==> src/verilog/vc0_defines.svh <==
// Offsets, field positions and reset values of the channel registers
// Contract
// - Max time slots field reads as zero, read-only.
// - Read-only byte 31:24 gives table offset in 16-byte units.
// - Table offset reads 0x2 upstream, 0x0 downstream.
// - Eight-bit traffic-class map, one bit per class, resets to all ones.
// - Map bit 0 is read-only; bits 7:1 are writable.
// - Writing one to load bit copies stored table into arbitration logic.
// - Writing zero to the load bit does nothing.
// - The load bit always reads as zero.
// - The load bit acts only in the upstream port.
// - A load acts only if the selected scheme uses the table.
// - Channel identifier reads zero and ignores writes.
// - Table status sets on entry write, clears when load completes; the code sets it in the upstream port only.
// - Capability shows 0x3 upstream and 0x1 downstream.
`ifndef VC0_DEFINES_SVH
`define VC0_DEFINES_SVH

// -----------------------------------------------------------------
// Register byte addresses
// -----------------------------------------------------------------
`define CAP_ADDR 12'h210
`define CTL_ADDR 12'h214
`define STS_ADDR 12'h218

// -----------------------------------------------------------------
// Field positions
// -----------------------------------------------------------------
`define CAPAB_MSB 7
`define CAPAB_LSB 0
`define MAX_TIME_SLOTS_MSB 22
`define MAX_TIME_SLOTS_LSB 16
`define TBLOFF_MSB 31
`define TBLOFF_LSB 24
`define TCMAP_MSB 7
`define TCMAP_LSB 1
`define LOAD_BIT 16
`define SEL_MSB 19
`define SEL_LSB 17
`define CHID_MSB 26
`define CHID_LSB 24
`define STATUS_BIT 0
`define LANE_MAP 0
`define LANE_LOAD 2

// -----------------------------------------------------------------
// Reset and fixed values
// -----------------------------------------------------------------
`define TCMAP_RESET 7'h7f
`define SEL_RESET 3'h0
`define SCHEME_FIXED 3'h0
`define TBLOFF_UP 8'h02
`define TBLOFF_DOWN 8'h00
`define CAPAB_UP 8'h03
`define CAPAB_DOWN 8'h01
`define WORD_ZERO 32'h0000_0000

`endif

==> src/verilog/vc0_pkg.sv <==
// State types of the channel control registers and the load tracker
package vc0_pkg;

  typedef enum logic [0:0] {
    LOAD_IDLE,
    LOAD_BUSY
  } load_state_e;

  typedef struct packed {
    load_state_e state;
    logic status;
  } tracker_s;

  typedef struct packed {
    logic [6:0] tc_map_hi;
    logic [2:0] scheme_sel;
    logic [31:0] rdata;
    logic slverr;
  } regs_s;

endpackage

==> src/verilog/table_load_tracker.sv <==
// Table status bit and the load handshake toward the arbitration logic
`timescale 1ns/10ps
`include "vc0_defines.svh"

module table_load_tracker #(
  parameter bit UPSTREAM = 1'b1
) (
  input wire logic clk_in,
  input wire logic reset_in,
  input wire logic ce_in,
  input wire logic start_in,
  input wire logic entry_write_in,
  input wire logic done_in,
  output logic load_req_out,
  output logic status_out
);

  vc0_pkg::tracker_s st_r;
  vc0_pkg::tracker_s st_nxt;

  // Next state; a new entry write beats a completing load, so a
  // table edited in the cycle the load completes stays marked incoherent
  always_comb begin
    st_nxt = st_r;
    unique case (st_r.state)
      vc0_pkg::LOAD_IDLE: begin
        if (start_in) begin
          st_nxt.state = vc0_pkg::LOAD_BUSY;
        end
      end
      vc0_pkg::LOAD_BUSY: begin
        if (done_in) begin
          st_nxt.state = vc0_pkg::LOAD_IDLE;
          st_nxt.status = 1'b0;
        end
      end
    endcase
    if (entry_write_in && UPSTREAM) begin
      st_nxt.status = 1'b1;
    end
  end

  // State register, frozen while the clock enable is low
  always_ff @(posedge clk_in) begin
    if (reset_in) begin
      st_r <= '{state: vc0_pkg::LOAD_IDLE, status: 1'b0};
    end else if (ce_in) begin
      st_r <= st_nxt;
    end
  end

  assign load_req_out = (st_r.state == vc0_pkg::LOAD_BUSY);
  assign status_out = st_r.status;
endmodule

==> src/verilog/vc0_port_arb_control_regs.sv <==
// APB register bank for the single channel's arbitration control
`timescale 1ns/10ps
`include "vc0_defines.svh"

module vc0_port_arb_control_regs #(
  parameter bit UPSTREAM = 1'b1,
  parameter int ADDR_W = 12
) (
  input wire logic clk_in,
  input wire logic reset_in,
  input wire logic ce_in,
  input wire logic psel_in,
  input wire logic penable_in,
  input wire logic pwrite_in,
  input wire logic [ADDR_W-1:0] paddr_in,
  input wire logic [31:0] pwdata_in,
  input wire logic [3:0] pstrb_in,
  output logic [31:0] prdata_out,
  output logic pready_out,
  output logic pslverr_out,
  input wire logic table_entry_write_in,
  input wire logic table_load_done_in,
  output logic table_load_req_out,
  output logic table_status_out,
  output logic [7:0] traffic_class_map_out,
  output logic [2:0] arb_scheme_select_out
);

  // -----------------------------------------------------------------
  // Fixed capability values for this port flavour
  // -----------------------------------------------------------------
  localparam logic [7:0] ARB_CAP = UPSTREAM ? `CAPAB_UP : `CAPAB_DOWN;
  localparam logic [7:0] TBL_OFF = UPSTREAM ? `TBLOFF_UP : `TBLOFF_DOWN;

  vc0_pkg::regs_s st_r;
  vc0_pkg::regs_s st_nxt;

  logic setup_w;
  logic access_w;
  logic wr_ctl_w;
  logic [2:0] sel_new_w;
  logic uses_table_w;
  logic load_start_w;
  logic [31:0] cap_word_w;
  logic [31:0] ctl_word_w;
  logic [31:0] sts_word_w;
  logic status_w;

  // -----------------------------------------------------------------
  // Bus phase decode
  // -----------------------------------------------------------------

  // Setup cycle samples read data so the access phase answers from
  // flip-flops; with the clock enable high, one wait-free access cycle follows every setup
  assign setup_w = psel_in && !penable_in && ce_in;
  // A frozen block answers nothing, so the master simply waits
  assign pready_out = psel_in && penable_in && ce_in;
  assign access_w = pready_out;
  assign wr_ctl_w = access_w && pwrite_in && (paddr_in == `CTL_ADDR);

  // -----------------------------------------------------------------
  // Readback words
  // -----------------------------------------------------------------

  // Capability word: scheme bits, zero slot count, table offset
  always_comb begin
    cap_word_w = `WORD_ZERO;
    cap_word_w[`CAPAB_MSB:`CAPAB_LSB] = ARB_CAP;
    cap_word_w[`MAX_TIME_SLOTS_MSB:`MAX_TIME_SLOTS_LSB] = '0;
    cap_word_w[`TBLOFF_MSB:`TBLOFF_LSB] = TBL_OFF;
  end

  // Control word; the load bit and channel identifier read as zero
  always_comb begin
    ctl_word_w = `WORD_ZERO;
    ctl_word_w[`TCMAP_MSB:`TCMAP_LSB] = st_r.tc_map_hi;
    ctl_word_w[`TCMAP_LSB-1] = 1'b1;
    ctl_word_w[`LOAD_BIT] = 1'b0;
    ctl_word_w[`SEL_MSB:`SEL_LSB] = st_r.scheme_sel;
    ctl_word_w[`CHID_MSB:`CHID_LSB] = '0;
  end

  // Status word carries only the table coherency bit
  always_comb begin
    sts_word_w = `WORD_ZERO;
    sts_word_w[`STATUS_BIT] = status_w;
  end

  // -----------------------------------------------------------------
  // Load request gating
  // -----------------------------------------------------------------

  // The scheme in force after this write decides whether a load has
  // any meaning; a select outside the capability never loads
  always_comb begin
    sel_new_w = st_r.scheme_sel;
    if (pstrb_in[`LANE_LOAD]) begin
      sel_new_w = pwdata_in[`SEL_MSB:`SEL_LSB];
    end
    uses_table_w = (sel_new_w != `SCHEME_FIXED) &&
                   ARB_CAP[sel_new_w];
  end

  // Only a one in the load bit of an upstream port starts a load
  assign load_start_w = wr_ctl_w && pstrb_in[`LANE_LOAD] &&
                        pwdata_in[`LOAD_BIT] &&
                        UPSTREAM &&
                        uses_table_w;

  // -----------------------------------------------------------------
  // Next-state logic
  // -----------------------------------------------------------------

  // Writes land in the access cycle; reads are captured at setup.
  // Writes to the capability and status words are dropped silently
  always_comb begin
    st_nxt = st_r;
    if (setup_w) begin
      st_nxt.slverr = 1'b0;
      unique case (paddr_in)
        `CAP_ADDR: st_nxt.rdata = cap_word_w;
        `CTL_ADDR: st_nxt.rdata = ctl_word_w;
        `STS_ADDR: st_nxt.rdata = sts_word_w;
        default: begin
          st_nxt.rdata = `WORD_ZERO;
          st_nxt.slverr = 1'b1;
        end
      endcase
    end
    if (wr_ctl_w && pstrb_in[`LANE_MAP]) begin
      st_nxt.tc_map_hi = pwdata_in[`TCMAP_MSB:`TCMAP_LSB];
    end
    if (wr_ctl_w && pstrb_in[`LANE_LOAD]) begin
      st_nxt.scheme_sel = pwdata_in[`SEL_MSB:`SEL_LSB];
    end
  end

  // Single state register; the clock enable freezes everything
  always_ff @(posedge clk_in) begin
    if (reset_in) begin
      st_r <= '{tc_map_hi: `TCMAP_RESET,
                scheme_sel: `SEL_RESET,
                rdata: `WORD_ZERO,
                slverr: 1'b0};
    end else if (ce_in) begin
      st_r <= st_nxt;
    end
  end

  // -----------------------------------------------------------------
  // Table load tracker
  // -----------------------------------------------------------------

  // Software polls the status bit to learn the load has landed
  table_load_tracker #(
    .UPSTREAM(UPSTREAM)
  ) u_tracker (
    .clk_in(clk_in),
    .reset_in(reset_in),
    .ce_in(ce_in),
    .start_in(load_start_w),
    .entry_write_in(table_entry_write_in),
    .done_in(table_load_done_in),
    .load_req_out(table_load_req_out),
    .status_out(status_w)
  );

  // -----------------------------------------------------------------
  // Outputs
  // -----------------------------------------------------------------
  assign prdata_out = st_r.rdata;
  assign pslverr_out = st_r.slverr && pready_out;
  assign table_status_out = status_w;
  assign traffic_class_map_out = {st_r.tc_map_hi, 1'b1};
  assign arb_scheme_select_out = st_r.scheme_sel;
endmodule

==> config.mk <==
export PLATFORM = sky130hd
export DESIGN_NAME = vc0_port_arb_control_regs
export DESIGN_NICKNAME = d
export VERILOG_FILES = /design/src/verilog/vc0_pkg.sv /design/src/verilog/table_load_tracker.sv /design/src/verilog/vc0_port_arb_control_regs.sv
export VERILOG_INCLUDE_DIRS = /design/src /design/src/verilog
export SDC_FILE = /design/constraint.sdc
export NUM_CORES = 1
export LEC_CHECK = 0
export ABC_CLOCK_PERIOD_IN_PS = 2800
export BUFFER_PORTS_ARGS = -buffer_cell sky130_fd_sc_hd__buf_4
export CAP_MARGIN = 5
export CORE_MARGIN = 5
export CORE_UTILIZATION = 40
export DETAILED_ROUTE_END_ITERATION = 7
export PLACE_DENSITY_LB_ADDON = 0.12
export REMOVE_ABC_BUFFERS = 1
export SLEW_MARGIN = 30
export SYNTH_ARGS = -nofsm -noshare
export SYNTH_HDL_FRONTEND = slang
export SYNTH_SLANG_ARGS = --single-unit
==> constraint.sdc <==
create_clock -name clk_in -period 2.8 [get_ports clk_in]
set_input_delay 0.14 -clock clk_in [delete_from_list [all_inputs] [get_ports clk_in]]
set_output_delay 0.14 -clock clk_in [all_outputs]
set_load 0.05 [all_outputs]
# --- Word level (Yosys, flattened, before mapping) ---
# Memory sizes are Yosys's and may differ from the RTL's.
# Index checks and enable logic that the tools add are counted.
op_classes:
  n_lt_le_gt_ge: 1
  muxes: 9
  add_sub_neg: 0
  n_bitwise: 1
  shifts: 0
  n_eq_ne: 3
  n_reduce_logical: 21
  n_mul: 0
  n_div: 0
op_table:
  columns: ["cell", "n"]
  rows:
  - ["case mux 26 bit (3 select lines)", 1]
  - ["equality test 12 x 10 -> 1 bit, second input constant", 3]
  - ["logical AND 1 bit", 12]
  - ["AND reduction 2 bit", 3]
  - ["2-to-1 mux 1 bit", 5]
  - ["< comparator 3 x 4 -> 1 bit, second input constant", 1]
  - ["nonzero test 2 bit", 2]
  - ["2-to-1 mux 3 bit", 1]
  - ["AND reduction 3 bit", 1]
  - ["nonzero test 3 bit", 1]
  - ["OR reduction 3 bit", 1]
  - ["2-to-1 mux 2 bit", 1]
  - ["case mux 1 bit (2 select lines)", 1]
  - ["logical NOT 1 bit", 1]
  - ["NOT 1 bit", 1]
word_totals:
  register_bits: 45
  input_bits: 56
  mem_bits_rw: 0
  rom_bits: 8
  output_inout_bits: 47
  latch_bits: 0
  wordCells: 42
  memories: 1
mem_list:
  columns: ["memory", "words", "width", "read_ports", "rd_clocked_by_memory_dff", "write_ports", "line_no", "rtl"]
  rows:
  - ["(name not given)", 8, 1, 1, 0, 0, "vc0_port_arb_control_regs.sv:101", "ARB_CAP[sel_new_w];"]

# --- Depth between registers and ports, before layout ---
# Gate-level depths: netlist of run 1.
depth:
  ltp_word: 9
  depth_mapped: 6

# --- Cells and area by module ---
# From an unflattened synthesis of run 1, not the netlist that was laid out.
unflattened:
  hier_cells: 154
  area_unflattened_um2: 1410.1
by_module_without_submodules:
  columns: ["module", "area_per_inst_um2", "seq_area_each_um2", "instances", "cells_per_inst"]
  rows:
  - ["vc0_port_arb_control_regs", 1322.5, 460.4, 1, 146]
  - ["table_load_tracker", 87.6, 40.0, 1, 8]

# --- Worst setup path after synthesis of run 1 ---
# OpenSTA, ideal clock, no wires.
synth_timing:
  kind: "input to register"
  start: "input port paddr_in[8]"
  end: "register st_r (netlist bit arb_scheme_select_out[0])"
  path_stages: 5
  arrival_ns: 1.542
  setup_slack_ns: 1.126
  path_cell_list: "or4b_4 -> buf_6 -> or4_1 -> o21ai_1 -> a21oi_1"
synth_via:
  elab_chain_cells: 4
synth_rtl:
  columns: ["element", "line_no", "rtl"]
  rows:
  - ["start: declaration", "vc0_port_arb_control_regs.sv:15", "input wire logic [ADDR_W-1:0] paddr_in,"]
  - ["equality test 12 x 10 -> 1 bit", null, null]
  - ["logical AND 1 bit", "vc0_port_arb_control_regs.sv:59", "assign wr_ctl_w = access_w && pwrite_in && (paddr_in == `CTL_ADDR);"]
  - ["logical AND 1 bit", "vc0_port_arb_control_regs.sv:133", "if (wr_ctl_w && pstrb_in[`LANE_LOAD]) begin"]
  - ["AND reduction 2 bit (no line)", null, null]
  - ["end signal: assignment", "vc0_port_arb_control_regs.sv:141", "st_r <= '{tc_map_hi: `TCMAP_RESET,"]
  - ["end signal: assignment", "vc0_port_arb_control_regs.sv:146", "st_r <= st_nxt;"]
  - ["end: declaration", "vc0_port_arb_control_regs.sv:35", "vc0_pkg::regs_s st_r;"]
# Every way passes these cells.
# A chain may end at the register's enable or synchronous reset.

# --- Worst setup path after layout of run 1 ---
layout_timing:
  start: "input port paddr_in[5]"
  end: "register st_r (netlist bit traffic_class_map_out[1])"
layout_via:
  elab_chain_cells: 4
layout_rtl:
  columns: ["element", "line_no", "rtl"]
  rows:
  - ["equality test 12 x 10 -> 1 bit", null, null]
  - ["logical AND 1 bit", "vc0_port_arb_control_regs.sv:59", null]
  - ["logical AND 1 bit", "vc0_port_arb_control_regs.sv:130", "if (wr_ctl_w && pstrb_in[`LANE_MAP]) begin"]
  - ["AND reduction 2 bit (no line)", null, null]
# Every way passes these cells.

==> impl_metrics.tcl, run 1 <==
set metrics [dict create \
    hold_viol 0 \
    cts_max_level 1 \
    finClkSkew_ns 0.002043 \
    r2r-start "u_tracker.load_req_out" \
    final_common_cell "buf_4" \
    slew_headroom 0.5803 \
    layout-area-overhead-vs-synth_pct 15.99 \
    viasPerCell 4.592 \
    cp-start-kind "input port" \
    slowest_stage "or4b_1" \
    overflow 0 \
    cpPeakStageDelay_ns 0.67 \
    cts_hold_buf 0 \
    cp_cell_sequence "buf_4, or4b_1, nor4_4, and2_4, mux2i_1" \
    period_minus_slack_ns 1.581 \
    ctsResizeCount 0 \
    crit_required_ns 3.05 \
    status "finished clean" \
    slew_violations 0 \
    ys_types 32 \
    yosys.area_share.simple 0.2087 \
    cts_root_buf "clkbuf_4" \
    combinationalPowerShare 0.207 \
    drc_errors 0 \
    synth_top_area_frac 0.3552 \
    clk_latency_ns 0.31 \
    io_buffers 58 \
    synthAdderAreaFrac 0 \
    cts_tree "yes" \
    die_height_um 69.35 \
    rsz0062_at_grt "no" \
    final_cell_mix "buf_4 (59), nor2_1 (28), dfxtp_1 (25)" \
    die_w_um 69.35 \
    hold_ws_ns 0.05203 \
    die_area_mm2 0.004809 \
    synth_compound_area_frac 0.1101 \
    tns_ns 0 \
    switchingPower_w 0.0002031 \
    yosysSeqAreaShare 0.3552 \
    post_cts.repair.setup_buffers 0 \
    num_vias 1102 \
    leakage_nw 0.7209 \
    yosysTopAreaCell "dfxtp_1" \
    p_int_w 0.0004491 \
    p_clk_frac 0.243 \
    wl_per_cell_um 12.64 \
    n_antenna_cell 0 \
    setup_viol 0 \
    drtIter0Drc 92 \
    grt_max_degree 33 \
    avgSynthCellArea_um2 8.697 \
    ant_nets 0 \
    yosys_warnings 0 \
    post-route-period-util 0.5645 \
    routabilityCongestion 0.7535 \
    grt_pass1_vias 1109 \
    fmax_ghz 0.6326 \
    worstSetupPathType "in2reg" \
    pwr-share-seq 0.550 \
    clk_path_buf_depth 2 \
    startpoint "paddr_in[5]" \
    synthCells 162 \
    row_count 21 \
    p_sw_frac 0.3114 \
    synthesis.area_mm2 0.001409 \
    ys_ff_latch 25 \
    critical_path_arrival_ns 1.83 \
    initial_core_util 0.4189 \
    synth_xor_area_frac 0 \
    final_nets 251 \
    hpwl_um 2351 \
    first_pass_iters 4 \
    maxCapViolations 0 \
    worst-path-max-fanout 7 \
    hold_class "in2reg" \
    muxShareOfSynthArea 0.04973 \
    worstMarginPinSlew_ns 0.6249 \
    cts.sinks 25 \
    path_clk_slew_ns 0.13 \
    wirelength_um 3034 \
    gr-usage-all-layers 0.1229 \
    hp-start "table_entry_write_in" \
    fill_cells 332 \
    synth_top_family_by_area "buffers and inverters" \
    ir_worst_vdd_uv 226.7 \
    cts_inserted_buffers 3 \
    io_pins 103 \
    grt_pass1_wl_um 4885 \
    layout-drive-gt1-share 0.3454 \
    synth_area_leaders "dfxtp_1 (36%), buf_4 (23%), nor2_1 (7.5%)" \
    antenna_found_initial 0 \
    core_area_mm2 0.003363 \
    cp-end-kind "flip-flop" \
    power-per-cell-area_mw_per_mm2 399.1 \
]
## through the flow
| stage | setup slack, ns | total power [W] | area, µm² | utilization | instances |
|---|---|---|---|---|---|
| finish | 1.219 | 0.0006522 | 1634 | 0.4859 | 240 |
| floorplan | 1.114 | 0.0004486 | 1106 | - | 131 |
| CTS | 1.223 | 0.0006640 | 1634 | 0.4859 | 240 |
| global route | 1.133 | 0.0006922 | 1634 | 0.4859 | 240 |
| global placement | 0.8996 | 0.0004998 | 1607 | 0.4777 | 236 |
| detailed placement | 0.8741 | 0.0005006 | 1607 | 0.4777 | 236 |
## routing by layer
layer  part of all wire  global-route usage  up-vias  routed length (µm)
li1                   -                   -      552                   -
met2               0.49              0.2203       46                1488
met4             0.0089             0.03905        0                  27
met5                  0                   0        -                   0
met3              0.085             0.03623        2                 257
met1               0.42              0.1384      502                1261
## power by group through the flow
stage,Sequential [W],Clock [W],Combinational (W)
detailed placement,0.000366,0,0.000134
floorplan,0.000369,0,0.0000791
global placement,0.000366,0,0.000134
CTS,0.000359,0.000171,0.000135
finish,0.000358,0.000159,0.000135
global route,0.000359,0.000189,0.000144
## cells in the mapped netlist
master    number
buf_4         43
clkbuf_1       4
and2_1         1
or4_1          2
or4b_1         2
buf_6          1
mux2i_1        7
dfxtp_1       25
a22oi_1        9
nor2b_1        1
a21oi_1        7
nor4b_1        1
and3_1         1
o21ai_1        3
a31oi_1        1
nand4_1        2
nor2_1        28
buf_2          1
and2_4         1
buf_12         1
o21ai_0        1
nor4_1         1
nand3b_1       1
nand3_1        3
a32oi_1        2
nor4_4         2
nand2_1        4
conb_1         2
or4b_4         1
inv_1          2
nor3_1         1
a311oi_1       1
## sequential cells by signal (all words and copies together) (netlist names)
signal / cells
prdata_out: 12
traffic_class_map_out: 7
arb_scheme_select_out: 3
st_r: 1
u_tracker.load_req_out: 1
u_tracker.status_out: 1
## cell type report
type / instances / area (µm²) / share of cell area
flip-flops and latches: 25 / 500.5 / 0.3063
well taps: 46 / 57.56 / 0.03522
multi-input cells: 104 / 598.1 / 0.3660
clock buffers: 3 / 22.52 / 0.01378
inverters: 2 / 7.507 / 0.004594
clock inverters: 1 / 5.005 / 0.003063
repair buffers: 59 / 442.9 / 0.2711
## final timing paths
kind,cells after the start,slack (ns),end
max,5,1.22,traffic_class_map_out[1]
min,3,0.05,u_tracker.status_out
max reg2reg,3,1.84,u_tracker.load_req_out
min reg2reg,2,0.50,prdata_out[1]
## critical path: cells and delay by family
family	cells	cell delay, ns
buffers and inverters	1	0.11
multiplexers	1	0.21
AND/OR/NAND/NOR	3	1.37
## kinds of logic (layout without fill, tap and decap cells)
kind of cell	after synthesis	after routing
other	2	21
AND/OR/NAND/NOR	52	52
buffers and inverters	52	65
AO/OA/AOI/OAI	24	24
multiplexers	7	7
flip-flops	25	25
Power figures use the tool's default switching activity.
==> run 2, diff against run 1 <==
--- a/config.mk
+++ b/config.mk
@@ -6,11 +6,12 @@
 export SDC_FILE = /design/constraint.sdc
 export NUM_CORES = 1
 export LEC_CHECK = 0
-export ABC_CLOCK_PERIOD_IN_PS = 2800
+export ABC_AREA = 1
+export ABC_CLOCK_PERIOD_IN_PS = 1300
 export BUFFER_PORTS_ARGS = -buffer_cell sky130_fd_sc_hd__buf_4
 export CAP_MARGIN = 5
 export CORE_MARGIN = 5
-export CORE_UTILIZATION = 40
+export CORE_UTILIZATION = 37
 export DETAILED_ROUTE_END_ITERATION = 7
 export PLACE_DENSITY_LB_ADDON = 0.12
 export REMOVE_ABC_BUFFERS = 1
==> constraint.sdc (replaced) <==
create_clock -name clk_in -period 1.3 [get_ports clk_in]
set_input_delay 0.065 -clock clk_in [delete_from_list [all_inputs] [get_ports clk_in]]
set_output_delay 0.065 -clock clk_in [all_outputs]
set_load 0.05 [all_outputs]
==> run 2 against run 1 <==
Non-clock buffer count increased by 11. Final cell count increased by 31%. Synthesized cell count increased by 33%. Sequential power increased by 120%. Global-route usage increased by 0.13 points. Largest power group unchanged. Critical endpoint is now pslverr_out.
==> impl_metrics.tcl, run 2 <==
set metrics [dict create \
    path_clk_slew_ns 0.08 \
    cp_top_family "flip-flops" \
    rr_endpoint "u_tracker.load_req_out" \
    power-per-cell-area_mw_per_mm2 851.5 \
    ir_worst_vdd_uv 619.3 \
    layout-area-overhead-vs-synth_pct 25.62 \
    switchingPower_w 0.0005086 \
    slew_violations 0 \
    wirelength_um 3272 \
    die_height_um 74.07 \
    die_w_um 74.07 \
    cp-end-kind "primary output" \
    cp_cell_sequence "inv_1, nor2_1, buf_4" \
    drc_errors 0 \
    cts_root_buf "clkbuf_8" \
    fmax_ghz 1.005 \
    io_pins 103 \
    rsz0062_at_grt "no" \
    first_pass_iters 4 \
    hpwl_um 2610 \
    reg2regPathDepth 5 \
    setup_viol 0 \
    leakage_nw 0.9947 \
    async_reset_ff_frac 0 \
    cpPeakStageDelay_ns 0.33 \
    grt_max_degree 18 \
    ys_types 19 \
    yosys-top-cells-count "nand2_1 (47), buf_4 (43), dfxtp_1 (25)" \
    synth_top_area_frac 0.3295 \
    cp-start-kind "flip-flop" \
    drtIter0Drc 42 \
    synth_ff_type "dfxtp_1" \
    slowest_stage "dfxtp_1" \
    io_buffers 58 \
    row_count 23 \
    routabilityCongestion 0.7595 \
    yosys_warnings 0 \
    core_area_mm2 0.004000 \
    p_clk_frac 0.277 \
    cts_inserted_buffers 3 \
    viasPerCell 4.140 \
    grt_pass1_wl_um 5354 \
    crit_required_ns 1.24 \
    clk_path_buf_depth 2 \
    tns_ns 0 \
    final_nets 321 \
    final_common_cell "buf_4" \
    ant_nets 0 \
    final_cell_mix "buf_4 (63), nand2_1 (47), dfxtp_1 (25)" \
    avgSynthCellArea_um2 7.032 \
    antenna_found_initial 0 \
    synthesis.area_mm2 0.001519 \
    min_path_cells 2 \
    overflow 0 \
    crit_buf_inv 2 \
    critical_path_arrival_ns 0.93 \
    hold_class "in2reg" \
    clk_latency_ns 0.26 \
    yosysTopAreaCell "dfxtp_1" \
    cts.sinks 25 \
    ys_ff_latch 25 \
    rrSetupSlack_ns 0.32 \
    ctsResizeCount 0 \
    yosysSeqAreaShare 0.3295 \
    hold_viol 0 \
    yosys.cell_count.top_type "nand2_1" \
    status "finished clean" \
    fin_cells 314 \
    post-route-period-util 0.7652 \
    worst-path-max-fanout 2 \
    dp_cells 303 \
    fill_cells 425 \
    p_sw_frac 0.3130 \
    hold_end "prdata_out[19]" \
    gr-usage-all-layers 0.1243 \
    finClkSkew_ns 0.001020 \
    n_antenna_cell 0 \
    pwr-share-seq 0.484 \
    initial_core_util 0.3797 \
    r2r-start "arb_scheme_select_out[2]" \
    wl_per_cell_um 10.42 \
    post_cts.repair.setup_buffers 0 \
    worstSetupPathType "reg2out" \
    synth_area_leaders "dfxtp_1 (33%), buf_4 (21%), nand2_1 (12%)" \
    grt_pass1_vias 1226 \
    num_vias 1300 \
    combinationalPowerShare 0.239 \
    hp-start "reset_in" \
    layout-drive-gt1-share 0.3106 \
    die_area_mm2 0.005486 \
    cts_max_level 1 \
    synthCells 216 \
    period_minus_slack_ns 0.9948 \
    cts_tree "yes" \
    p_int_w 0.001116 \
    synth_edf_count 0 \
    maxCapViolations 0 \
    cts_hold_buf 7 \
    largest_register_ffs 12 \
]
==> run 2: changes by cell type after synthesis, moves of 3 or more <==
cell      delta
o21ai_0      +9
inv_1       +17
a21oi_1      +5
o21ai_1      -3
mux2i_1      -7
nand3_1     +17
a22oi_1      -9
inv_2        +5
nor2_1      -10
clkbuf_1     -4
nand2_1     +43
nor2_2       +3
==> run 2: worst max path at each step <==
stage,cells after the start,endpoint,from
detailed placement,9,traffic_class_map_out[2],paddr_in[1]
global placement,9,traffic_class_map_out[7],paddr_in[1]
finish,3,pslverr_out,st_r[0]
CTS,3,pslverr_out,st_r[0]
floorplan,4,u_tracker.load_req_out,arb_scheme_select_out[0]
global route,9,traffic_class_map_out[6],paddr_in[1]
==> run 2: logic make-up (layout without fill, tap and decap cells) <==
logic type | Yosys count | in the layout | synth area share
AOI/OAI and AO/OA | 23 | 23 | 0.07743
DFF | 25 | 25 | 0.3295
buffers and inverters | 70 | 99 | 0.2809
other | 2 | 21 | 0.004944
and+or+nand+nor | 96 | 96 | 0.3073
==> run 2: final cells by class <==
class,instances,area (µm²),share of cell area
multi-input combinational,140,663.1,0.3475
tap,50,62.56,0.03279
timing repair buffer,70,543.0,0.2846
clock buffer,4,45.04,0.02361
inverter,25,93.84,0.04918
sequential,25,500.5,0.2623
==> run 2: per-stage QoR <==
step | area (µm²) | utilization | total power [W] | setup WS (ns) | hold WS, ns
6_report | 1908 | 0.4770 | 0.001625 | 0.3052 | 0.01186
5_1_grt | 1908 | 0.4770 | 0.001702 | 0.1417 | 0.02240
4_1_cts | 1908 | 0.4770 | 0.001645 | 0.2928 | 0.009106
3_5_place_dp | 1793 | 0.4482 | 0.001176 | 0.007683 | 0.2665
3_3_place_gp | 1793 | 0.4482 | 0.001176 | 0.03054 | 0.2649
2_1_floorplan | 1257 | - | 0.001047 | 0.1237 | 0.1341
==> run 2: layer usage <==
metal	GRT usage	share of wire	wire length, µm	vias to the layer above
li1	-	-	-	699
met1	0.1533	0.42	1379	554
met2	0.2096	0.47	1533	45
met3	0.04459	0.10	341	2
met4	0.02414	0.0058	19	0
met5	0	0	0	-
==> run 2: power by group through the flow <==
stage	Combinational [W]	Clock (W)	Sequential [W]
2_1_floorplan	0.000199	0	0.000848
3_3_place_gp	0.000371	0	0.000805
3_5_place_dp	0.000372	0	0.000804
4_1_cts	0.000388	0.000470	0.000787
5_1_grt	0.000415	0.000497	0.000789
6_report	0.000388	0.000450	0.000787
==> run 3, diff against run 2 <==
--- a/config.mk
+++ b/config.mk
@@ -7,11 +7,11 @@
 export NUM_CORES = 1
 export LEC_CHECK = 0
 export ABC_AREA = 1
-export ABC_CLOCK_PERIOD_IN_PS = 1300
+export ABC_CLOCK_PERIOD_IN_PS = 1000
 export BUFFER_PORTS_ARGS = -buffer_cell sky130_fd_sc_hd__buf_4
 export CAP_MARGIN = 5
 export CORE_MARGIN = 5
-export CORE_UTILIZATION = 37
+export CORE_UTILIZATION = 40
 export DETAILED_ROUTE_END_ITERATION = 7
 export PLACE_DENSITY_LB_ADDON = 0.12
 export REMOVE_ABC_BUFFERS = 1
==> constraint.sdc (replaced) <==
create_clock -name clk_in -period 1 [get_ports clk_in]
set_input_delay 0.05 -clock clk_in [delete_from_list [all_inputs] [get_ports clk_in]]
set_output_delay 0.05 -clock clk_in [all_outputs]
set_load 0.05 [all_outputs]
==> run 3 against run 2 <==
Largest power group unchanged. Flip-flop and latch count stayed put. Worst setup slack worse by 0.25 ns. Utilization is 8.1 points higher. Critical path type unchanged. Power is 32% higher. Largest cell class unchanged. Final cell count is 3.5% higher. Hold slack better by 0.0028 ns.
==> impl_metrics.tcl, run 3 (synthesis gave the netlist of run 2 again) <==
set metrics [dict create \
    status "finished clean" \
    worst-path-max-fanout 3 \
    cp_cell_sequence "buf_4, buf_6" \
    wl_per_cell_um 10.35 \
    rr_endpoint "u_tracker.load_req_out" \
    cts.sinks 25 \
    routabilityCongestion 0.7605 \
    hold_ws_ns 0.01462 \
    path_clk_slew_ns 0.08 \
    fill_cells 366 \
    core_area_mm2 0.003661 \
    fmax_ghz 1.057 \
    gr-usage-all-layers 0.1318 \
    hold_viol 0 \
    row_count 22 \
    r2r-start "arb_scheme_select_out[2]" \
    ant_nets 0 \
    setup_viol 0 \
    io_buffers 58 \
    drc_errors 0 \
    final_nets 334 \
    grt_pass1_wl_um 5478 \
    slowest_stage "dfxtp_1" \
    num_vias 1359 \
    post_cts.repair.setup_buffers 0 \
    hp-start "pwdata_in[18]" \
    cpPeakStageDelay_ns 0.35 \
    grt_max_degree 18 \
    startpoint "arb_scheme_select_out[0]" \
    cp-start-kind "flip-flop" \
    fin_cells 325 \
    hold_class "in2reg" \
    layout-drive-gt1-share 0.3538 \
    die_area_mm2 0.005129 \
    fin_total_pwr_w 0.002150 \
    wirelength_um 3363 \
    crit_required_ns 0.95 \
    rsz0062_at_grt "yes" \
    min_path_cells 3 \
    die_w_um 71.62 \
    finClkSkew_ns 0.0008166 \
    cp-end-kind "primary output" \
    worstSetupPathType "reg2out" \
    cts_max_level 1 \
    clk_latency_ns 0.26 \
    cts_root_buf "clkbuf_8" \
    final_core_util 0.5578 \
    final_cell_mix "buf_4 (70), nand2_1 (46), dfxtp_1 (24)" \
    rrSetupSlack_ns 0.10 \
    antenna_found_initial 0 \
    maxCapViolations 0 \
    grt_pass1_vias 1258 \
    largest_register_ffs 12 \
    die_height_um 71.62 \
    hold_end "arb_scheme_select_out[1]" \
    final_common_cell "buf_4" \
    cts_tree "yes" \
    slew_violations 0 \
    reg2regPathDepth 5 \
    clk_path_buf_depth 2 \
    seq_area_um2 501.7 \
    viasPerCell 4.182 \
    n_antenna_cell 0 \
    power-per-cell-area_mw_per_mm2 1053 \
    initial_core_util 0.4149 \
    overflow 0 \
    post-route-period-util 0.9463 \
    hpwl_um 2676 \
    cp_top_family "flip-flops" \
    drtIter0Drc 31 \
    leakage_nw 1.068 \
    cts_inserted_buffers 3 \
    critical_path_arrival_ns 0.90 \
    period_minus_slack_ns 0.9463 \
    io_pins 103 \
    multi_input_area_um2 670.6 \
    layout-area-overhead-vs-synth_pct 34.43 \
    crit_buf_inv 2 \
    ir_worst_vdd_uv 973.6 \
    first_pass_iters 4 \
    dp_cells 313 \
]
-- run 3: how the worst max path moves through the flow --
stage / endpoint / slack (ns) / cells past startpoint
after floorplan: u_tracker.load_req_out / -0.18 / 4
after global placement: traffic_class_map_out[7] / -0.16 / 9
after CTS: pslverr_out / 0.003 / 3
after detailed placement: traffic_class_map_out[7] / -0.20 / 9
after global routing: u_tracker.load_req_out / -0.01 / 5
final: arb_scheme_select_out[0] / 0.05 / 2
-- run 3: per-layer routing --
metal | part of all wire | up-vias | GRT usage | wire length [µm]
met2 | 0.46 | 59 | 0.2265 | 1536
met3 | 0.10 | 2 | 0.03787 | 348
met5 | 0 | - | 0 | 0
met1 | 0.44 | 575 | 0.1671 | 1469
met4 | 0.0027 | 0 | 0.01879 | 9
li1 | - | 723 | - | -
-- run 3: area by class of cell --
cell class	instances	area share
Inverter	25	0.04596
Tap cell	48	0.02941
Sequential cell	25	0.2457
Multi-Input combinational cell	140	0.3284
Clock buffer	4	0.02206
Timing Repair Buffer	83	0.3284
-- run 3: power by group --
group          total (W)  internal [W]  switching [W]  leakage (nW)
Combinational   0.000537      0.000178       0.000359         0.842
Clock           0.000590      0.000284       0.000306        0.0228
Sequential       0.00102       0.00101     0.00000891         0.203
Total            0.00215       0.00148       0.000673          1.07
-- run 3: worst min-delay path, delay by kind of cell --
family                 cells  cell delay (ns)
and+or+nand+nor            2             0.11
buffers and inverters      1             0.08
-- run 3: timing repair --
action | CTS | global route
endpoints found under the hold margin | 12 | 0
hold buffers | 8 | 0
gates resized for setup | 0 | 9
endpoints found under the setup margin | 0 | 12
-- run 3: through the flow --
stage	area, µm²	worst slack, ns	TNS (ns)
after CTS	2018	0.002739	0
after detailed placement	1893	-0.2042	-2.066
after global routing	2042	-0.01490	-0.01490
final	2042	0.05370	0
after floorplan	1257	-0.1763	-1.461
after global placement	1893	-0.1646	-1.800
